===== src/multimode_serial_port_regs.svh =====
// Register indices, field positions, reset values and mode codes of the serial port.
`ifndef MULTIMODE_SERIAL_PORT_REGS_SVH
`define MULTIMODE_SERIAL_PORT_REGS_SVH

// Register indices; the byte address is four times the index.
`define MSP_IDX_CONTROL   16'hfe34
`define MSP_IDX_BUFFER    16'hfe35
`define MSP_IDX_DIVISOR   16'hfe36
`define MSP_IDX_OVERRIDE  16'hfe37

// Control register field positions.
`define MSP_CTL_IE        0
`define MSP_CTL_END       1
`define MSP_CTL_OVR       2
`define MSP_CTL_DIR       3
`define MSP_CTL_REC       4
`define MSP_CTL_RUN       5
`define MSP_CTL_MODE_LO   6
`define MSP_CTL_MODE_HI   7

// Pin override register field positions.
`define MSP_OVR_CLK_EN    0
`define MSP_OVR_CLK_LVL   1
`define MSP_OVR_DAT_EN    2
`define MSP_OVR_DAT_LVL   3

// Reset values.
`define MSP_RST_CONTROL   8'h00
`define MSP_RST_BUFFER    9'h000
`define MSP_RST_DIVISOR   8'h00
`define MSP_RST_OVERRIDE  4'h0

// Mode codes.
`define MSP_MODE_SYNC     2'h0
`define MSP_MODE_UART     2'h1
`define MSP_MODE_MASTER   2'h2
`define MSP_MODE_SLAVE    2'h3

// Last bit index of each frame kind, and the bits in a byte.
`define MSP_LAST_SYNC     4'h7
`define MSP_LAST_UART     4'h9
`define MSP_LAST_MASTER   4'h8
`define MSP_BYTE_BITS     4'h8

`endif


===== src/multimode_serial_port_pkg.sv =====
// Types shared by the multimode serial port.
package multimode_serial_port_pkg;

  typedef enum logic [3:0] {
    ST_IDLE,
    ST_START,
    ST_LOW,
    ST_HIGH,
    ST_HOLD,
    ST_SLV_BIT,
    ST_SLV_STR,
    ST_SLV_DLY,
    ST_SLV_ACK,
    ST_SLV_PARK
  } state_t;

endpackage


===== src/multimode_serial_port.sv =====
// Multimode serial port: sync shifter, async frame, two-wire master and slave, Wishbone registers.
//
// Function
// - Two mode bits pick sync shift, async one stop, bus master or bus slave.
// - Master run emits start, eight buffer bits, then a released ninth bit.
// - Master send: clearing end sends next byte plus released ninth bit, no start.
// - Modes 1 to 3 capture the ninth received bit into buffer bit 8.
// - Master losing contention clears run and raises no end flag.
// - Master receive: clearing end shifts eight bits in, then drives buffer bit 8.
// - Slave with receive selected sets run on a start condition and receives.
// - Slave holds clock low on eighth falling edge and sets end.
// - Slave start condition with receive selected sets the sticky overrun flag.
// - Slave releases the clock divisor plus one cycles after end is cleared.
// - Slave stop condition clears run and sets end.
// - A start in mid receive restarts the bit count, eight more clocks needed.
// - Slave transmit with high ninth bit clears run and releases data.
// - Slave buffer bit 8 changes only at the ninth clock rise; master samples it at the end of the ninth high half.
// - Clearing run and end together ends a slave transfer, clock released.
// - Receive bit: one receives, zero sends; direction bit: one sends MSB first.
// - Overrun sets on stray clock fall while running, on a stop condition in master mode, or end set while set.
// - End sets at transfer end, software clears; end and enable request interrupt.
// - Buffer low byte loads the shifter at start and returns after eight bits.
// - Divisor write reloads the rate counter; half periods of divisor plus one, four times that in async mode.
`include "multimode_serial_port_regs.svh"

module multimode_serial_port #(
  parameter int ADR_W = 18
) (
  input  wire logic             I_MCLK,
  input  wire logic             I_RESET_N,
  input  wire logic             I_CE,
  input  wire logic             I_WB_CYC,
  input  wire logic             I_WB_STB,
  input  wire logic             I_WB_WE,
  input  wire logic [ADR_W-1:0] I_WB_ADR,
  input  wire logic [31:0]      I_WB_DAT,
  input  wire logic [3:0]       I_WB_SEL,
  output logic                  O_WB_ACK,
  output logic [31:0]           O_WB_DAT,
  input  wire logic             I_SER_CLK_I,
  output logic                  O_SER_CLK_O,
  output logic                  O_SER_CLK_OE_N,
  input  wire logic             I_SER_DAT_I,
  output logic                  O_SER_DAT_O,
  output logic                  O_SER_DAT_OE_N,
  output logic                  O_IRQ
);
  import multimode_serial_port_pkg::*;

  // ---------------------------------------------------------------------
  // Helper functions
  // ---------------------------------------------------------------------

  // Bit presented by the shifter for the selected order.
  function automatic logic shout(input logic [7:0] s, input logic msb);
    return msb ? s[7] : s[0];
  endfunction

  // Shifter after one bit enters at the far end.
  function automatic logic [7:0] shin(input logic [7:0] s, input logic b, input logic msb);
    return msb ? {s[6:0], b} : {b, s[7:1]};
  endfunction

  // Half bit period minus one, in system cycles.
  function automatic logic [9:0] half_load(input logic [1:0] m, input logic [7:0] v);
    return (m == `MSP_MODE_UART) ? {v, 2'b11} : {2'b00, v};
  endfunction

  // Line level for the current bit; one means released.
  function automatic logic bit_level(input logic [1:0] m, input logic [3:0] c, input logic rx,
                                     input logic [7:0] s, input logic msb, input logic b8);
    logic lvl;
    lvl = rx ? 1'b1 : shout(s, msb);
    if (m == `MSP_MODE_UART) begin
      if (c == 4'h0) begin
        lvl = 1'b0;
      end else if (c == `MSP_LAST_UART) begin
        lvl = 1'b1;
      end
    end else if (m == `MSP_MODE_MASTER && c == `MSP_LAST_MASTER) begin
      lvl = rx ? b8 : 1'b1;
    end
    return lvl;
  endfunction

  // ---------------------------------------------------------------------
  // Declarations
  // ---------------------------------------------------------------------
  logic [1:0]  clk_sync_ff;
  logic [1:0]  dat_sync_ff;
  logic        clk_prev_ff;
  logic        dat_prev_ff;
  logic [1:0]  mode_ff;
  logic        run_ff;
  logic        rec_ff;
  logic        dir_ff;
  logic        ovr_ff;
  logic        end_ff;
  logic        ie_ff;
  logic [8:0]  buf_ff;
  logic [7:0]  div_ff;
  logic [3:0]  ovrd_ff;
  logic        ack_ff;
  logic [31:0] rdat_ff;
  logic        irq_ff;
  state_t      state_ff;
  logic [3:0]  cnt_ff;
  logic [7:0]  sh_ff;
  logic [9:0]  rate_ff;
  logic        clk_low_ff;
  logic        dat_low_ff;
  logic        prev_rec_ff;
  logic        clk_oe_n_ff;
  logic        dat_oe_n_ff;
  logic        cp_low_ff;
  logic        b8_set_ff;
  logic        b8_val_ff;
  logic        ev_end_ff;
  logic        ev_ovr_ff;
  logic        ev_run_set_ff;
  logic        ev_run_clr_ff;

  // ---------------------------------------------------------------------
  // Line synchronisers and condition detection
  // ---------------------------------------------------------------------

  // Two flip-flops per line, then one more stage for edge detection.
  always_ff @(posedge I_MCLK) begin
    if (!I_RESET_N) begin
      clk_sync_ff <= 2'b11;
      dat_sync_ff <= 2'b11;
      clk_prev_ff <= 1'b1;
      dat_prev_ff <= 1'b1;
    end else if (I_CE) begin
      clk_sync_ff <= {clk_sync_ff[0], I_SER_CLK_I};
      dat_sync_ff <= {dat_sync_ff[0], I_SER_DAT_I};
      clk_prev_ff <= clk_sync_ff[1];
      dat_prev_ff <= dat_sync_ff[1];
    end
  end

  // Edges and bus conditions seen on the synchronised lines.
  wire clk_s      = clk_sync_ff[1];
  wire dat_s      = dat_sync_ff[1];
  wire clk_rise   = clk_s & ~clk_prev_ff;
  wire clk_fall   = ~clk_s & clk_prev_ff;
  wire dat_fall   = ~dat_s & dat_prev_ff;
  wire start_cond = clk_s & clk_prev_ff & dat_prev_ff & ~dat_s;
  wire stop_cond  = clk_s & clk_prev_ff & ~dat_prev_ff & dat_s;

  // ---------------------------------------------------------------------
  // Wishbone slave
  // ---------------------------------------------------------------------

  // Request decode; a request is taken once, in the cycle before ack.
  wire        bus_req = I_WB_CYC & I_WB_STB & ~ack_ff;
  wire [15:0] idx     = I_WB_ADR[17:2];
  wire        wr_ok   = bus_req & I_WB_WE & I_WB_SEL[0];
  wire        wr_ctl  = wr_ok & (idx == `MSP_IDX_CONTROL);
  wire        wr_buf  = wr_ok & (idx == `MSP_IDX_BUFFER);
  wire        wr_b8   = bus_req & I_WB_WE & I_WB_SEL[1] & (idx == `MSP_IDX_BUFFER);
  wire        wr_div  = wr_ok & (idx == `MSP_IDX_DIVISOR);
  wire        wr_ovrd = wr_ok & (idx == `MSP_IDX_OVERRIDE);
  wire        wr_run  = I_WB_DAT[`MSP_CTL_RUN];
  wire [1:0]  wr_mode = I_WB_DAT[`MSP_CTL_MODE_HI:`MSP_CTL_MODE_LO];
  wire        start_req = wr_ctl & wr_run & ~run_ff & ~(wr_mode == `MSP_MODE_SLAVE)
                          & ~(wr_mode == `MSP_MODE_UART & I_WB_DAT[`MSP_CTL_REC]);
  wire        clr_end_req = wr_ctl & end_ff & ~I_WB_DAT[`MSP_CTL_END];

  // Ack one cycle after the request; unmapped reads return zero.
  always_ff @(posedge I_MCLK) begin
    if (!I_RESET_N) begin
      ack_ff  <= 1'b0;
      rdat_ff <= 32'h0000_0000;
    end else if (I_CE) begin
      ack_ff  <= bus_req;
      rdat_ff <= 32'h0000_0000;
      if (bus_req & ~I_WB_WE) begin
        case (idx)
          `MSP_IDX_CONTROL:  rdat_ff <= {24'h00_0000, mode_ff, run_ff, rec_ff, dir_ff, ovr_ff, end_ff, ie_ff};
          `MSP_IDX_BUFFER:   rdat_ff <= {23'h00_0000, buf_ff};
          `MSP_IDX_DIVISOR:  rdat_ff <= {24'h00_0000, div_ff};
          `MSP_IDX_OVERRIDE: rdat_ff <= {28'h000_0000, ovrd_ff};
          default:           rdat_ff <= 32'h0000_0000;
        endcase
      end
    end
  end

  // ---------------------------------------------------------------------
  // Registers
  // ---------------------------------------------------------------------

  // Control flags; hardware events are applied after the write so they win.
  always_ff @(posedge I_MCLK) begin
    if (!I_RESET_N) begin
      {mode_ff, run_ff, rec_ff, dir_ff, ovr_ff, end_ff, ie_ff} <= `MSP_RST_CONTROL;
    end else if (I_CE) begin
      if (wr_ctl) begin
        mode_ff <= wr_mode;
        run_ff  <= wr_run;
        rec_ff  <= I_WB_DAT[`MSP_CTL_REC];
        dir_ff  <= I_WB_DAT[`MSP_CTL_DIR];
        ovr_ff  <= I_WB_DAT[`MSP_CTL_OVR];
        end_ff  <= I_WB_DAT[`MSP_CTL_END];
        ie_ff   <= I_WB_DAT[`MSP_CTL_IE];
      end
      if (ev_run_clr_ff) begin
        run_ff <= 1'b0;
      end
      if (ev_run_set_ff) begin
        run_ff <= 1'b1;
      end
      if (ev_end_ff) begin
        end_ff <= 1'b1;
      end
      if (ev_ovr_ff | (ev_end_ff & end_ff)) begin
        ovr_ff <= 1'b1;
      end
    end
  end

  // Serial buffer; the shifter copy and ninth bit capture win over a write.
  always_ff @(posedge I_MCLK) begin
    if (!I_RESET_N) begin
      buf_ff <= `MSP_RST_BUFFER;
    end else if (I_CE) begin
      if (wr_buf) begin
        buf_ff[7:0] <= I_WB_DAT[7:0];
      end
      if (wr_b8) begin
        buf_ff[8] <= I_WB_DAT[8];
      end
      if (cp_low_ff) begin
        buf_ff[7:0] <= sh_ff;
      end
      if (b8_set_ff) begin
        buf_ff[8] <= b8_val_ff;
      end
    end
  end

  // Divisor and pin override registers.
  always_ff @(posedge I_MCLK) begin
    if (!I_RESET_N) begin
      div_ff  <= `MSP_RST_DIVISOR;
      ovrd_ff <= `MSP_RST_OVERRIDE;
    end else if (I_CE) begin
      if (wr_div) begin
        div_ff <= I_WB_DAT[7:0];
      end
      if (wr_ovrd) begin
        ovrd_ff <= I_WB_DAT[3:0];
      end
    end
  end

  // ---------------------------------------------------------------------
  // Transfer engine
  // ---------------------------------------------------------------------

  // Rate tick, bit sequencing and line drive for all four modes.
  wire       tick = (rate_ff == 10'h000);
  wire [3:0] last = (mode_ff == `MSP_MODE_SYNC) ? `MSP_LAST_SYNC :
                    (mode_ff == `MSP_MODE_UART) ? `MSP_LAST_UART : `MSP_LAST_MASTER;
  wire       sample_low = (mode_ff == `MSP_MODE_UART);

  always_ff @(posedge I_MCLK) begin
    if (!I_RESET_N) begin
      state_ff      <= ST_IDLE;
      cnt_ff        <= 4'h0;
      sh_ff         <= 8'h00;
      rate_ff       <= 10'h000;
      clk_low_ff    <= 1'b0;
      dat_low_ff    <= 1'b0;
      prev_rec_ff   <= 1'b0;
      cp_low_ff     <= 1'b0;
      b8_set_ff     <= 1'b0;
      b8_val_ff     <= 1'b0;
      ev_end_ff     <= 1'b0;
      ev_ovr_ff     <= 1'b0;
      ev_run_set_ff <= 1'b0;
      ev_run_clr_ff <= 1'b0;
    end else if (I_CE) begin
      cp_low_ff     <= 1'b0;
      b8_set_ff     <= 1'b0;
      ev_end_ff     <= 1'b0;
      ev_run_set_ff <= 1'b0;
      ev_run_clr_ff <= 1'b0;
      ev_ovr_ff     <= (state_ff == ST_IDLE) & run_ff & clk_fall & (mode_ff != `MSP_MODE_MASTER)
                       | (mode_ff == `MSP_MODE_MASTER) & stop_cond;
      rate_ff <= tick ? half_load(mode_ff, div_ff) : rate_ff - 10'h001;
      case (state_ff)
        ST_IDLE: begin
          clk_low_ff <= 1'b0;
          dat_low_ff <= 1'b0;
          rate_ff    <= half_load(mode_ff, div_ff);
          cnt_ff     <= 4'h0;
          if (start_req) begin
            sh_ff    <= buf_ff[7:0];
            rate_ff  <= half_load(wr_mode, div_ff);
            state_ff <= (wr_mode == `MSP_MODE_MASTER) ? ST_START : ST_LOW;
            if (wr_mode == `MSP_MODE_MASTER) begin
              dat_low_ff <= 1'b1;
            end
          end else if (mode_ff == `MSP_MODE_UART & rec_ff & dat_fall) begin
            ev_run_set_ff <= 1'b1;
            state_ff      <= ST_LOW;
          end
        end
        ST_START: begin
          if (tick) begin
            clk_low_ff <= 1'b1;
            state_ff   <= ST_LOW;
          end
        end
        ST_LOW: begin
          clk_low_ff <= (mode_ff != `MSP_MODE_UART);
          dat_low_ff <= ~bit_level(mode_ff, cnt_ff, rec_ff, sh_ff, dir_ff, buf_ff[8]);
          if (tick) begin
            clk_low_ff <= 1'b0;
            state_ff   <= ST_HIGH;
            if (sample_low & (cnt_ff != 4'h0) & (cnt_ff != `MSP_LAST_UART)) begin
              sh_ff <= shin(sh_ff, dat_s, dir_ff);
            end
            if (sample_low & (cnt_ff == `MSP_LAST_UART)) begin
              b8_set_ff <= 1'b1;
              b8_val_ff <= dat_s;
            end
          end
        end
        ST_HIGH: begin
          if (mode_ff == `MSP_MODE_MASTER & ~clk_s) begin
            rate_ff <= half_load(mode_ff, div_ff);
          end else if (tick) begin
            if (~sample_low & (cnt_ff < `MSP_BYTE_BITS)) begin
              sh_ff <= shin(sh_ff, dat_s, dir_ff);
            end
            if (mode_ff == `MSP_MODE_MASTER & cnt_ff == `MSP_LAST_MASTER) begin
              b8_set_ff <= 1'b1;
              b8_val_ff <= dat_s;
            end
            if (cnt_ff == (sample_low ? `MSP_BYTE_BITS : `MSP_LAST_SYNC)) begin
              cp_low_ff <= 1'b1;
            end
            if (mode_ff == `MSP_MODE_MASTER & ~rec_ff & (cnt_ff < `MSP_BYTE_BITS) & ~dat_low_ff & ~dat_s) begin
              ev_run_clr_ff <= 1'b1;
              cp_low_ff     <= 1'b0;
              dat_low_ff    <= 1'b0;
              state_ff      <= ST_IDLE;
            end else if (cnt_ff == last) begin
              ev_end_ff     <= 1'b1;
              ev_run_clr_ff <= (mode_ff != `MSP_MODE_MASTER);
              dat_low_ff    <= 1'b0;
              state_ff      <= (mode_ff == `MSP_MODE_MASTER) ? ST_HOLD : ST_IDLE;
            end else begin
              cnt_ff     <= cnt_ff + 4'h1;
              clk_low_ff <= (mode_ff != `MSP_MODE_UART);
              state_ff   <= ST_LOW;
            end
          end
        end
        ST_HOLD: begin
          clk_low_ff <= clr_end_req & wr_run;
          dat_low_ff <= 1'b0;
          if (clr_end_req) begin
            state_ff <= wr_run ? ST_LOW : ST_IDLE;
            sh_ff    <= buf_ff[7:0];
            cnt_ff   <= 4'h0;
            rate_ff  <= half_load(mode_ff, div_ff);
          end
        end
        ST_SLV_BIT: begin
          if (clk_rise) begin
            sh_ff  <= shin(sh_ff, dat_s, dir_ff);
            cnt_ff <= cnt_ff + 4'h1;
          end
          if (clk_fall & cnt_ff == `MSP_BYTE_BITS) begin
            clk_low_ff <= 1'b1;
            dat_low_ff <= 1'b0;
            cp_low_ff  <= 1'b1;
            ev_end_ff  <= 1'b1;
            state_ff   <= ST_SLV_STR;
          end else if (clk_fall) begin
            dat_low_ff <= ~prev_rec_ff & ~shout(sh_ff, dir_ff);
          end
        end
        ST_SLV_STR: begin
          clk_low_ff <= 1'b1;
          if (clr_end_req & ~wr_run) begin
            clk_low_ff <= 1'b0;
            state_ff   <= ST_SLV_PARK;
          end else if (clr_end_req) begin
            sh_ff      <= buf_ff[7:0];
            dat_low_ff <= prev_rec_ff;
            rate_ff    <= {2'b00, div_ff};
            state_ff   <= ST_SLV_DLY;
          end
        end
        ST_SLV_DLY: begin
          if (tick) begin
            clk_low_ff <= 1'b0;
            state_ff   <= ST_SLV_ACK;
          end
        end
        ST_SLV_ACK: begin
          if (clk_rise) begin
            b8_set_ff <= 1'b1;
            b8_val_ff <= dat_s;
            if (~prev_rec_ff & dat_s) begin
              ev_run_clr_ff <= 1'b1;
              dat_low_ff    <= 1'b0;
              state_ff      <= ST_SLV_PARK;
            end
          end else if (clk_fall) begin
            cnt_ff      <= 4'h0;
            prev_rec_ff <= rec_ff;
            dat_low_ff  <= ~rec_ff & ~shout(sh_ff, dir_ff);
            state_ff    <= ST_SLV_BIT;
          end
        end
        ST_SLV_PARK: begin
          clk_low_ff <= 1'b0;
          dat_low_ff <= 1'b0;
        end
        default: begin
          state_ff <= ST_IDLE;
        end
      endcase
      if (wr_div) begin
        rate_ff <= half_load(mode_ff, I_WB_DAT[7:0]);
      end
      // Slave bus conditions override whatever the sequencer was doing.
      if (mode_ff == `MSP_MODE_SLAVE & start_cond & rec_ff) begin
        ev_run_set_ff <= 1'b1;
        ev_ovr_ff     <= 1'b1;
        cnt_ff        <= 4'h0;
        prev_rec_ff   <= 1'b1;
        clk_low_ff    <= 1'b0;
        dat_low_ff    <= 1'b0;
        state_ff      <= ST_SLV_BIT;
      end else if (mode_ff == `MSP_MODE_SLAVE & stop_cond & (run_ff | state_ff != ST_IDLE)) begin
        ev_run_clr_ff <= 1'b1;
        ev_end_ff     <= 1'b1;
        clk_low_ff    <= 1'b0;
        dat_low_ff    <= 1'b0;
        state_ff      <= ST_IDLE;
      end
    end
  end

  // ---------------------------------------------------------------------
  // Outputs
  // ---------------------------------------------------------------------

  // Open-drain enables, with the software overrides taking precedence.
  always_ff @(posedge I_MCLK) begin
    if (!I_RESET_N) begin
      clk_oe_n_ff <= 1'b1;
      dat_oe_n_ff <= 1'b1;
      irq_ff      <= 1'b0;
    end else if (I_CE) begin
      clk_oe_n_ff <= ovrd_ff[`MSP_OVR_CLK_EN] ? ovrd_ff[`MSP_OVR_CLK_LVL] : ~clk_low_ff;
      dat_oe_n_ff <= ovrd_ff[`MSP_OVR_DAT_EN] ? ovrd_ff[`MSP_OVR_DAT_LVL] : ~dat_low_ff;
      irq_ff      <= end_ff & ie_ff;
    end
  end

  // Port assignments; the driven level of an open-drain line is always low.
  assign O_WB_ACK       = ack_ff;
  assign O_WB_DAT       = rdat_ff;
  assign O_SER_CLK_O    = 1'b0;
  assign O_SER_CLK_OE_N = clk_oe_n_ff;
  assign O_SER_DAT_O    = 1'b0;
  assign O_SER_DAT_OE_N = dat_oe_n_ff;
  assign O_IRQ          = irq_ff;

endmodule


===== config.mk =====
export PLATFORM = sky130hd
export DESIGN_NAME = multimode_serial_port
export DESIGN_NICKNAME = d
export VERILOG_FILES = /design/src/multimode_serial_port_pkg.sv /design/src/multimode_serial_port.sv
export VERILOG_INCLUDE_DIRS = /design/src
export SDC_FILE = /design/constraint.sdc
export NUM_CORES = 1
export LEC_CHECK = 0
export ABC_AREA = 1
export BUFFER_PORTS_ARGS = -buffer_cell sky130_fd_sc_hd__buf_2
export CAP_MARGIN = 20
export CORE_MARGIN = 10
export CORE_UTILIZATION = 40
export DETAILED_ROUTE_END_ITERATION = 6
export HOLD_SLACK_MARGIN = 0.02
export RECOVER_POWER = 100
export REMOVE_ABC_BUFFERS = 1
export SETUP_SLACK_MARGIN = 0.3
export SYNTH_ARGS = -nofsm -noshare
export SYNTH_HDL_FRONTEND = slang
export SYNTH_SLANG_ARGS = --single-unit

===== constraint.sdc =====
create_clock -name I_MCLK -period 5 [get_ports I_MCLK]
set_input_delay 0.25 -clock I_MCLK [delete_from_list [all_inputs] [get_ports I_MCLK]]
set_output_delay 0.25 -clock I_MCLK [all_outputs]
set_load 0.02 [all_outputs]

==> out/results.txt, run 1 <==
Crit-path cells: nand2_1, inv_1, nand2_1, o21ai_0, o221ai_1, nor3_4, nand2_1, nand2_1, nor2_1
Drc violations: 0
Global-route wire length before repair: 34900 um
Cts repair resizes: 0
Maximum fanout encountered on the critical timing path: 31
Share of the clock period used by the worst path after layout: 0.675
Clock root cell: clkbuf_16
Type of the worst setup path: flip-flop to flip-flop
Std cell rows: 46
Delay of the slowest critical-path stage: 0.69 ns
TritonCTS sink count: 84
Number of different library cells in the post-synthesis netlist: 45
Worst setup skew after layout: 0.00921 ns
Final HPWL from detailed placement: 15900 um
Die Area: 0.0219 mm^2
Commonest cells after routing, fill and taps aside: nand2_1 (293), nor2_1 (141), inv_1 (121)
Final count of hold timing violations: 0
Detail Route Antenna Nets: 0
CP startpoint kind: flip-flop
Worst max-slew margin expressed relative to the limit: -0.244
CTS tree: built
Final layout net count: 1206
Status: finished with violations
Number of vias after detailed routing: 7226
Number of endpoints failing setup at the final stage: 0
Number of instances in the placed design: 1340
Class of the worst hold path: primary input to flip-flop
Number of synthesized register bits: 84
Maximum number of pins on one net before global-route repair: 47
Peak VDD IR: 0.407 mV
Initial Util: 0.410
Standard cell with the maximum stage delay on the critical path: nand2_1
Maximum count of clock buffers along a single path: 2
Post-synthesis to final-layout area growth: 7.96%
Post-Layout Cell Count: 1356
Violated checks: capacitance limit, slew limit
Most frequent standard cell in the layout excluding fill and tap cells: nand2_1
Mean number of vias per cell: 5.33
Transition time at the pin with the least slew margin: 1.87 ns
Initial antenna violation count: 0
CTS clk-pin slew, worst paths: 0.07 ns
Depth of the most critical reg-to-reg path: 9
Startpoint of the worst-slack reg-to-reg timing path: mode_ff[0]
DIE WIDTH: 148 um
Hold Startpoint: I_SER_DAT_I
Total power: 3.46 mW
Max Cap Viol: 2
Synthesized area divided by synthesized cell count: 5.87 um^2
Hold-fix buffers at CTS: 0
Share of cells above drive strength 1: 0.0807
Per-cell routed wire length: 16.0 um
Number of levels the H-tree was split into: 3
Maximum clock rate: 296 MHz
Yosys warning count: 0
Gate count of the mapped netlist: 1117
Combined area of the multi-input logic cells: 0.00407 mm^2
Fin. max-slew vios: 87
Fin Setup TNS: 0 ns
Placeable core region: 0.0160 mm^2
Pre-Repair DR Iteration Count: 5
Cell leakage power: 3.18 nW
# port buffers: 47
Global placer's final weighted congestion: 0.946
Post-CTS setup buffer count: 0
Number of global-route vias before repair: 6628
Element type at the critical path end: flip-flop
Power Density: 489 mW/mm^2
Worst hold stages: 3
Required time of the worst setup path: 5.25 ns
Chip Height: 148 um
CTS buffer count: 9
Worst R2R Setup Slack: 1.62 ns
Register area share after synthesis: 0.256
Synth Cell Area: 0.00656 mm^2
Total global routing overflow: 0
RSZ-0062 raised after global routing: no
Sum of routed wire length over all layers: 21700 um
Data arrival time at the worst-slack endpoint: 3.63 ns
Number of ports placed on the die boundary: 100
Worst Hold Endpoint: dat_sync_ff[0]
Minimum clock period after layout: 3.38 ns
DRC marker count from the first detailed-route iteration: 618
Number of fill cells in the layout: 1807
Reg2reg end: sh_ff[5]
ANT cells: 0
Overall fraction of global-route tracks in use: 0.195
Clk_lat worst skew: 0.36 ns
Most common cell on crit path: nand2_1
Sequential cell area: 0.00168 mm^2
[flip-flops by register name (all words and copies together) (netlist names), 2 cells and up]
register and cells:
O_WB_DAT 9, buf_ff 9, clk_sync_ff 2, cnt_ff 4, dat_sync_ff 2, div_ff 8, mode_ff 2, ovrd_ff 4
rate_ff 10, sh_ff 8, state_ff 4
[critical path, delay by kind of cell (launching register included)]
family                 cells  cell delay (ns)
buffers and inverters      1             0.67
AND/OR/NAND/NOR            6             1.62
flip-flops                 1             0.50
AO/OA/AOI/OAI              2             0.46
[cell usage after synthesis]
master	instances	share of area
o21a_1	2	0.0023
nor3_4	1	0.0025
nand4_1	20	0.019
buf_2	9	0.0069
inv_2	15	0.0086
a221oi_1	1	0.0013
o31ai_1	1	0.0011
nor3_2	1	0.0015
nor2_1	138	0.079
conb_1	1	0.00057
a22oi_1	1	0.0011
o21bai_1	2	0.0023
o211ai_1	10	0.011
nand3b_1	3	0.0034
o221ai_1	6	0.0080
o21ai_4	1	0.0025
nor2_2	11	0.010
buf_4	26	0.030
a41oi_1	1	0.0013
ha_1	9	0.017
clkinv_1	3	0.0017
or2_2	3	0.0029
buf_1	2	0.0011
dfxtp_1	84	0.26
nand3_1	94	0.072
and3_1	1	0.00095
xnor2_1	2	0.0027
nor3_1	19	0.015
and2_1	2	0.0019
nor3b_1	1	0.0011
a31oi_1	12	0.011
nand2_1	293	0.17
nor2_4	7	0.012
nand3_4	2	0.0053
inv_1	117	0.067
o21ai_1	13	0.0099
buf_6	1	0.0017
o22ai_1	6	0.0057
clkbuf_1	29	0.017
nand2_2	5	0.0048
a21oi_1	68	0.052
o21ai_0	75	0.057
xor2_1	1	0.0013
nand3_2	3	0.0046
a211oi_1	15	0.017
[how the worst max path moves through the flow]
stage               cells after the start       start     endpoint
CTS                                     9  mode_ff[0]     sh_ff[5]
floorplan                               9  mode_ff[0]     sh_ff[0]
finish                                  9  mode_ff[0]     sh_ff[5]
global route                            4   I_RESET_N  dat_prev_ff
detailed placement                      9  mode_ff[0]     sh_ff[5]
global placement                        9  mode_ff[0]     sh_ff[5]
[metrics by stage]
step	hold slack [ns]	worst slack, ns	cell area [um^2]	utilization
global placement	0.440	2.05	6810	0.425
floorplan	0.334	2.89	6280	-
global route	0.110	1.34	7080	0.442
finish	0.0967	1.62	7080	0.442
detailed placement	0.451	2.00	6810	0.425
CTS	0.0940	1.99	7120	0.445
[power by group]
group	leakage, nW	switching [mW]	total, mW	internal (mW)
clock	0.152	0.323	0.734	0.410
combinational	2.35	1.26	1.86	0.597
sequential	0.683	0.104	0.871	0.767
[cell type report]
cell class | instances | area share
multi-input combinational | 855 | 0.574
clock buffer | 10 | 0.0338
tap | 216 | 0.0382
timing repair buffer | 50 | 0.0339
sequential | 84 | 0.238
inverter | 135 | 0.0716
clock inverter | 6 | 0.0106
[metal layers]
metal  part of all wire  GRT usage  routed length, um
met4              0.020     0.0644                438
met1               0.45      0.252               9780
met2               0.46      0.315               9920
met3              0.073     0.0397               1600
met5                  0          0                  0
[cell families after synthesis]
kind of cell | share of synthesized area
and+or+nand+nor | 0.404
AOI/OAI and AO/OA | 0.185
buffers and inverters | 0.133
DFF | 0.256
adders and majority gates | 0.0172
xor gates and xnor gates | 0.00401
other | 0.000572
(Power assumes the default switching activity.)
==> run 2, diff against run 1 <==
--- a/config.mk
+++ b/config.mk
@@ -6,7 +6,7 @@
 export SDC_FILE = /design/constraint.sdc
 export NUM_CORES = 1
 export LEC_CHECK = 0
-export ABC_AREA = 1
+export ABC_AREA = 0
 export BUFFER_PORTS_ARGS = -buffer_cell sky130_fd_sc_hd__buf_2
 export CAP_MARGIN = 20
 export CORE_MARGIN = 10
==> constraint.sdc (replaced) <==
create_clock -name I_MCLK -period 2.91 [get_ports I_MCLK]
set_input_delay 0.1455 -clock I_MCLK [delete_from_list [all_inputs] [get_ports I_MCLK]]
set_output_delay 0.1455 -clock I_MCLK [all_outputs]
set_load 0.02 [all_outputs]
==> out/results.txt, run 2 <==
Status: finished with violations
Violated checks: capacitance limit, slew limit
Top cell family by delay on the critical path: simple AND/OR/NAND/NOR gates
Dpl cell area: 0.00649 mm^2 (-4.7%)
Area fraction in and, or, nand and nor cells after synthesis: 0.256 (-0.147)
Global-route wire length before repair: 32800 um (-6.1%)
Worst setup skew after layout: 0.0118 ns (+0.00259 ns)
Final count of hold timing violations: 0 (unchanged)
Number of different library cells in the post-synthesis netlist: 84 (+87%)
Maximum number of pins on one net before global-route repair: 49 (+4.3%)
ANT cells: 0 (unchanged)
Required time of the worst setup path: 3.19 ns (-2.06 ns)
Area share of xor/xnor cells in the synthesized design: 0.00871 (+0.00470)
CTS tree: built
Share of the clock period used by the worst path after layout: 0.883 (+0.208)
Global placer's final weighted congestion: 0.890 (-5.9%)
Number of endpoints failing setup at the final stage: 0 (unchanged)
Final HPWL from detailed placement: 15500 um (-2.8%)
Buffers & Inverters on Critical Path: 1 (unchanged)
Register area share after synthesis: 0.279 (+0.0222)
Fin. max-slew vios: 30 (-66%)
Post-CTS setup buffer count: 0 (unchanged)
Async set-or-reset flop fraction in the synthesized netlist: 0 (unchanged)
Share of cells above drive strength 1: 0.132 (+0.0516)
Register name with the most flops: rate_ff
Maximum fanout encountered on the critical timing path: 13 (-58%)
Type of the worst setup path: flip-flop to flip-flop
Final Hold Slack: 0.121 ns (+0.0247 ns)
Element type at the critical path end: flip-flop
Cell with the most instances after synthesis: nand2_1
Max Cap Viol: 1 (-1)
Peak VDD IR: 0.321 mV (-21%)
Drc violations: 0 (unchanged)
Initial antenna violation count: 0 (unchanged)
Chip Height: 143 um (-3.5%)
Met3 capacity usage during global routing: 0.0405 (+0.000782)
RSZ-0062 raised after global routing: yes
Most instantiated flip-flop cell in the synthesis netlist: dfxtp_1
Sum of routed wire length over all layers: 21000 um (-3.4%)
Per-cell routed wire length: 20.8 um (+30%)
Gate count of the mapped netlist: 772 (-31%)
Number of flip-flops under the largest register name: 10 (unchanged)
Placeable core region: 0.0146 mm^2 (-8.5%)
Area fraction of the dominant cell type after synthesis: 0.279 (+0.0222)
DRC marker count from the first detailed-route iteration: 684 (+11%)
Transition time at the pin with the least slew margin: 1.55 ns (-0.318 ns)
Final worst setup slack: 0.339 ns (-1.28 ns)
Maximum clock rate: 389 MHz (+31%)
Number of fill cells in the layout: 1489 (-18%)
Number of vias after detailed routing: 6131 (-15%)
Std cell rows: 44 (-4.3%)
Overall fraction of global-route tracks in use: 0.202 (+0.00755)
Post-synthesis to final-layout area growth: 11.6%
Initial Util: 0.412 (+0.00224)
CTS clk-pin slew, worst paths: 0.07 ns (about the same)
Top cells by instance count after synthesis: nand2_1 (104), dfxtp_1 (84), nor2_1 (81)
Detail Route Antenna Nets: 0 (unchanged)
Clock root cell: clkbuf_16
Main combinational cell family by area after synthesis: simple AND/OR/NAND/NOR gates
Met2 demand-to-capacity share in global routing: 0.326 (+0.0105)
Post-synthesis adder-cell area fraction: 0.0187 (+0.00149)
Maximum count of clock buffers along a single path: 2 (unchanged)
Die Area: 0.0204 mm^2 (-6.9%)
Standard cell with the maximum stage delay on the critical path: or4_1
Post-route cell area: 0.00674 mm^2 (-4.9%)
Global routing met1 resource utilization: 0.268 (+0.0158)
Class of the worst hold path: primary input to flip-flop
Largest cells by area after synthesis: dfxtp_1 (28%), mux2i_1 (9.3%), nand2_1 (6.5%), nor2_1 (5.0%), o21ai_0 (3.9%)
Number of global-route vias before repair: 5824 (-12%)
Most common cell on crit path: a21oi_1
Final layout net count: 890 (-26%)
Cell leakage power: 2.64 nW (-17%)
Busiest layer in global routing: met2
Worst max-slew margin expressed relative to the limit: -0.0320 (+0.212)
Power Density: 400 mW/mm^2 (-18%)
Crit-path cells: buf_4, or3b_1, a21oi_1, a21oi_1, o211ai_1, o2111ai_4, or4_1, a21oi_1
Synthesized area divided by synthesized cell count: 7.82 um^2 (+33%)
Mean number of vias per cell: 6.08 (+14%)
EDFF count, synth: 0 (unchanged)
Compound-Gate Fraction of Synth Area: 0.235 (+0.0500)
Library cell with the largest summed area after synthesis: dfxtp_1
Minimum clock period after layout: 2.57 ns (-0.805 ns)
Pre-Repair DR Iteration Count: 4 (-1)
Delay of the slowest critical-path stage: 0.52 ns (-0.17 ns)
Synth Cell Area: 0.00603 mm^2 (-8.0%)
Number of synthesized register bits: 84 (unchanged)
DIE WIDTH: 143 um (-3.5%)
Number of levels the H-tree was split into: 3 (unchanged)
Clk_lat worst skew: 0.36 ns (about the same)
Fraction of synthesized area in multiplexers: 0.123 (+0.123)
# port buffers: 47 (unchanged)
Most frequent standard cell in the layout excluding fill and tap cells: nand2_1
Yosys warning count: 0 (unchanged)
Total global routing overflow: 0 (unchanged)
Minimum setup slack after placement: 0.422 ns (-1.58 ns)
CP startpoint kind: flip-flop
TritonCTS sink count: 84 (unchanged)
Number of ports placed on the die boundary: 100 (unchanged)
Commonest cells after routing, fill and taps aside: nand2_1 (104), dfxtp_1 (84), nor2_1 (81)
Post-route core utilization: 0.460 (+0.0175)
Data arrival time at the worst-slack endpoint: 2.85 ns (-0.78 ns)
CTS buffer count: 9 (unchanged)
==> run 2: cell count changes in the layout (fill, tap and decap cells not counted), moves of 10 or more <==
cell,delta
a21oi_1,-26
buf_4,+31
inv_1,-106
inv_2,-11
mux2i_1,+56
nand2_1,-189
nand3_1,-76
nand4_1,-11
nor2_1,-60
nor2b_1,+14
o2111ai_1,+10
o21ai_0,-28
==> run 2: timing repair <==
action,in CTS,in global routing
setup endpoints to repair,0,11
endpoints found under the hold margin,2,0
hold buffers,2,0
resized for setup,0,3
==> run 2: power breakdown <==
part | internal (mW) | switching [mW] | leakage [nW]
registers | 1.17 | 0.0213 | 0.680
logic | 0.0912 | 0.188 | 1.81
clock network | 0.681 | 0.547 | 0.145
total | 1.94 | 0.756 | 2.64
==> run 2: cell families after synthesis <==
group / count (synthesis)
buf+inv: 95
compound gates: 205
flops: 84
xor+xnor: 6
simple gates: 305
fa+ha+maj: 9
mux: 67
other cells: 1
==> run 2: worst paths after layout <==
| path | cells past startpoint | start | end | slack, ns |
|---|---|---|---|---|
| max | 8 | state_ff[2] | cnt_ff[3] | 0.34 |
| min | 3 | I_WB_DAT[2] | div_ff[2] | 0.12 |
| max reg2reg | 8 | state_ff[2] | cnt_ff[3] | 0.34 |
| min reg2reg | 2 | O_WB_DAT[8] | O_WB_DAT[8] | 0.47 |
==> run 2: stage by stage <==
stage	instances	setup TNS [ns]	power (mW)
final	1008	0	2.70
after global routing	1008	0	2.78
after CTS	1008	0	2.72
after detailed placement	990	0	1.49
after global placement	990	0	1.49
after floorplan	717	-4.95	1.36
==> run 2: area by class of cell <==
class | count | area, um^2 | share of cell area
Multi-Input combinational cell | 617 | 3930 | 0.584
Sequential cell | 84 | 1680 | 0.250
Timing Repair Buffer | 91 | 522 | 0.0775
Tap cell | 184 | 230 | 0.0342
Clock buffer | 9 | 225 | 0.0334
Clock inverter | 7 | 82.6 | 0.0123
Inverter | 16 | 63.8 | 0.00947
==> run 2: routing by layer <==
| layer | vias up | wire length (um) |
|---|---|---|
| met2 | 262 | 9900 |
| li1 | 2881 | - |
| met5 | - | 0 |
| met3 | 31 | 1400 |
| met4 | 0 | 401 |
| met1 | 2957 | 9290 |
==> run 2: tightest hold or removal path, stage by stage <==
cell and delay, ns:
buf_2 0.14, nand3_1 0.09, a21oi_1 0.06
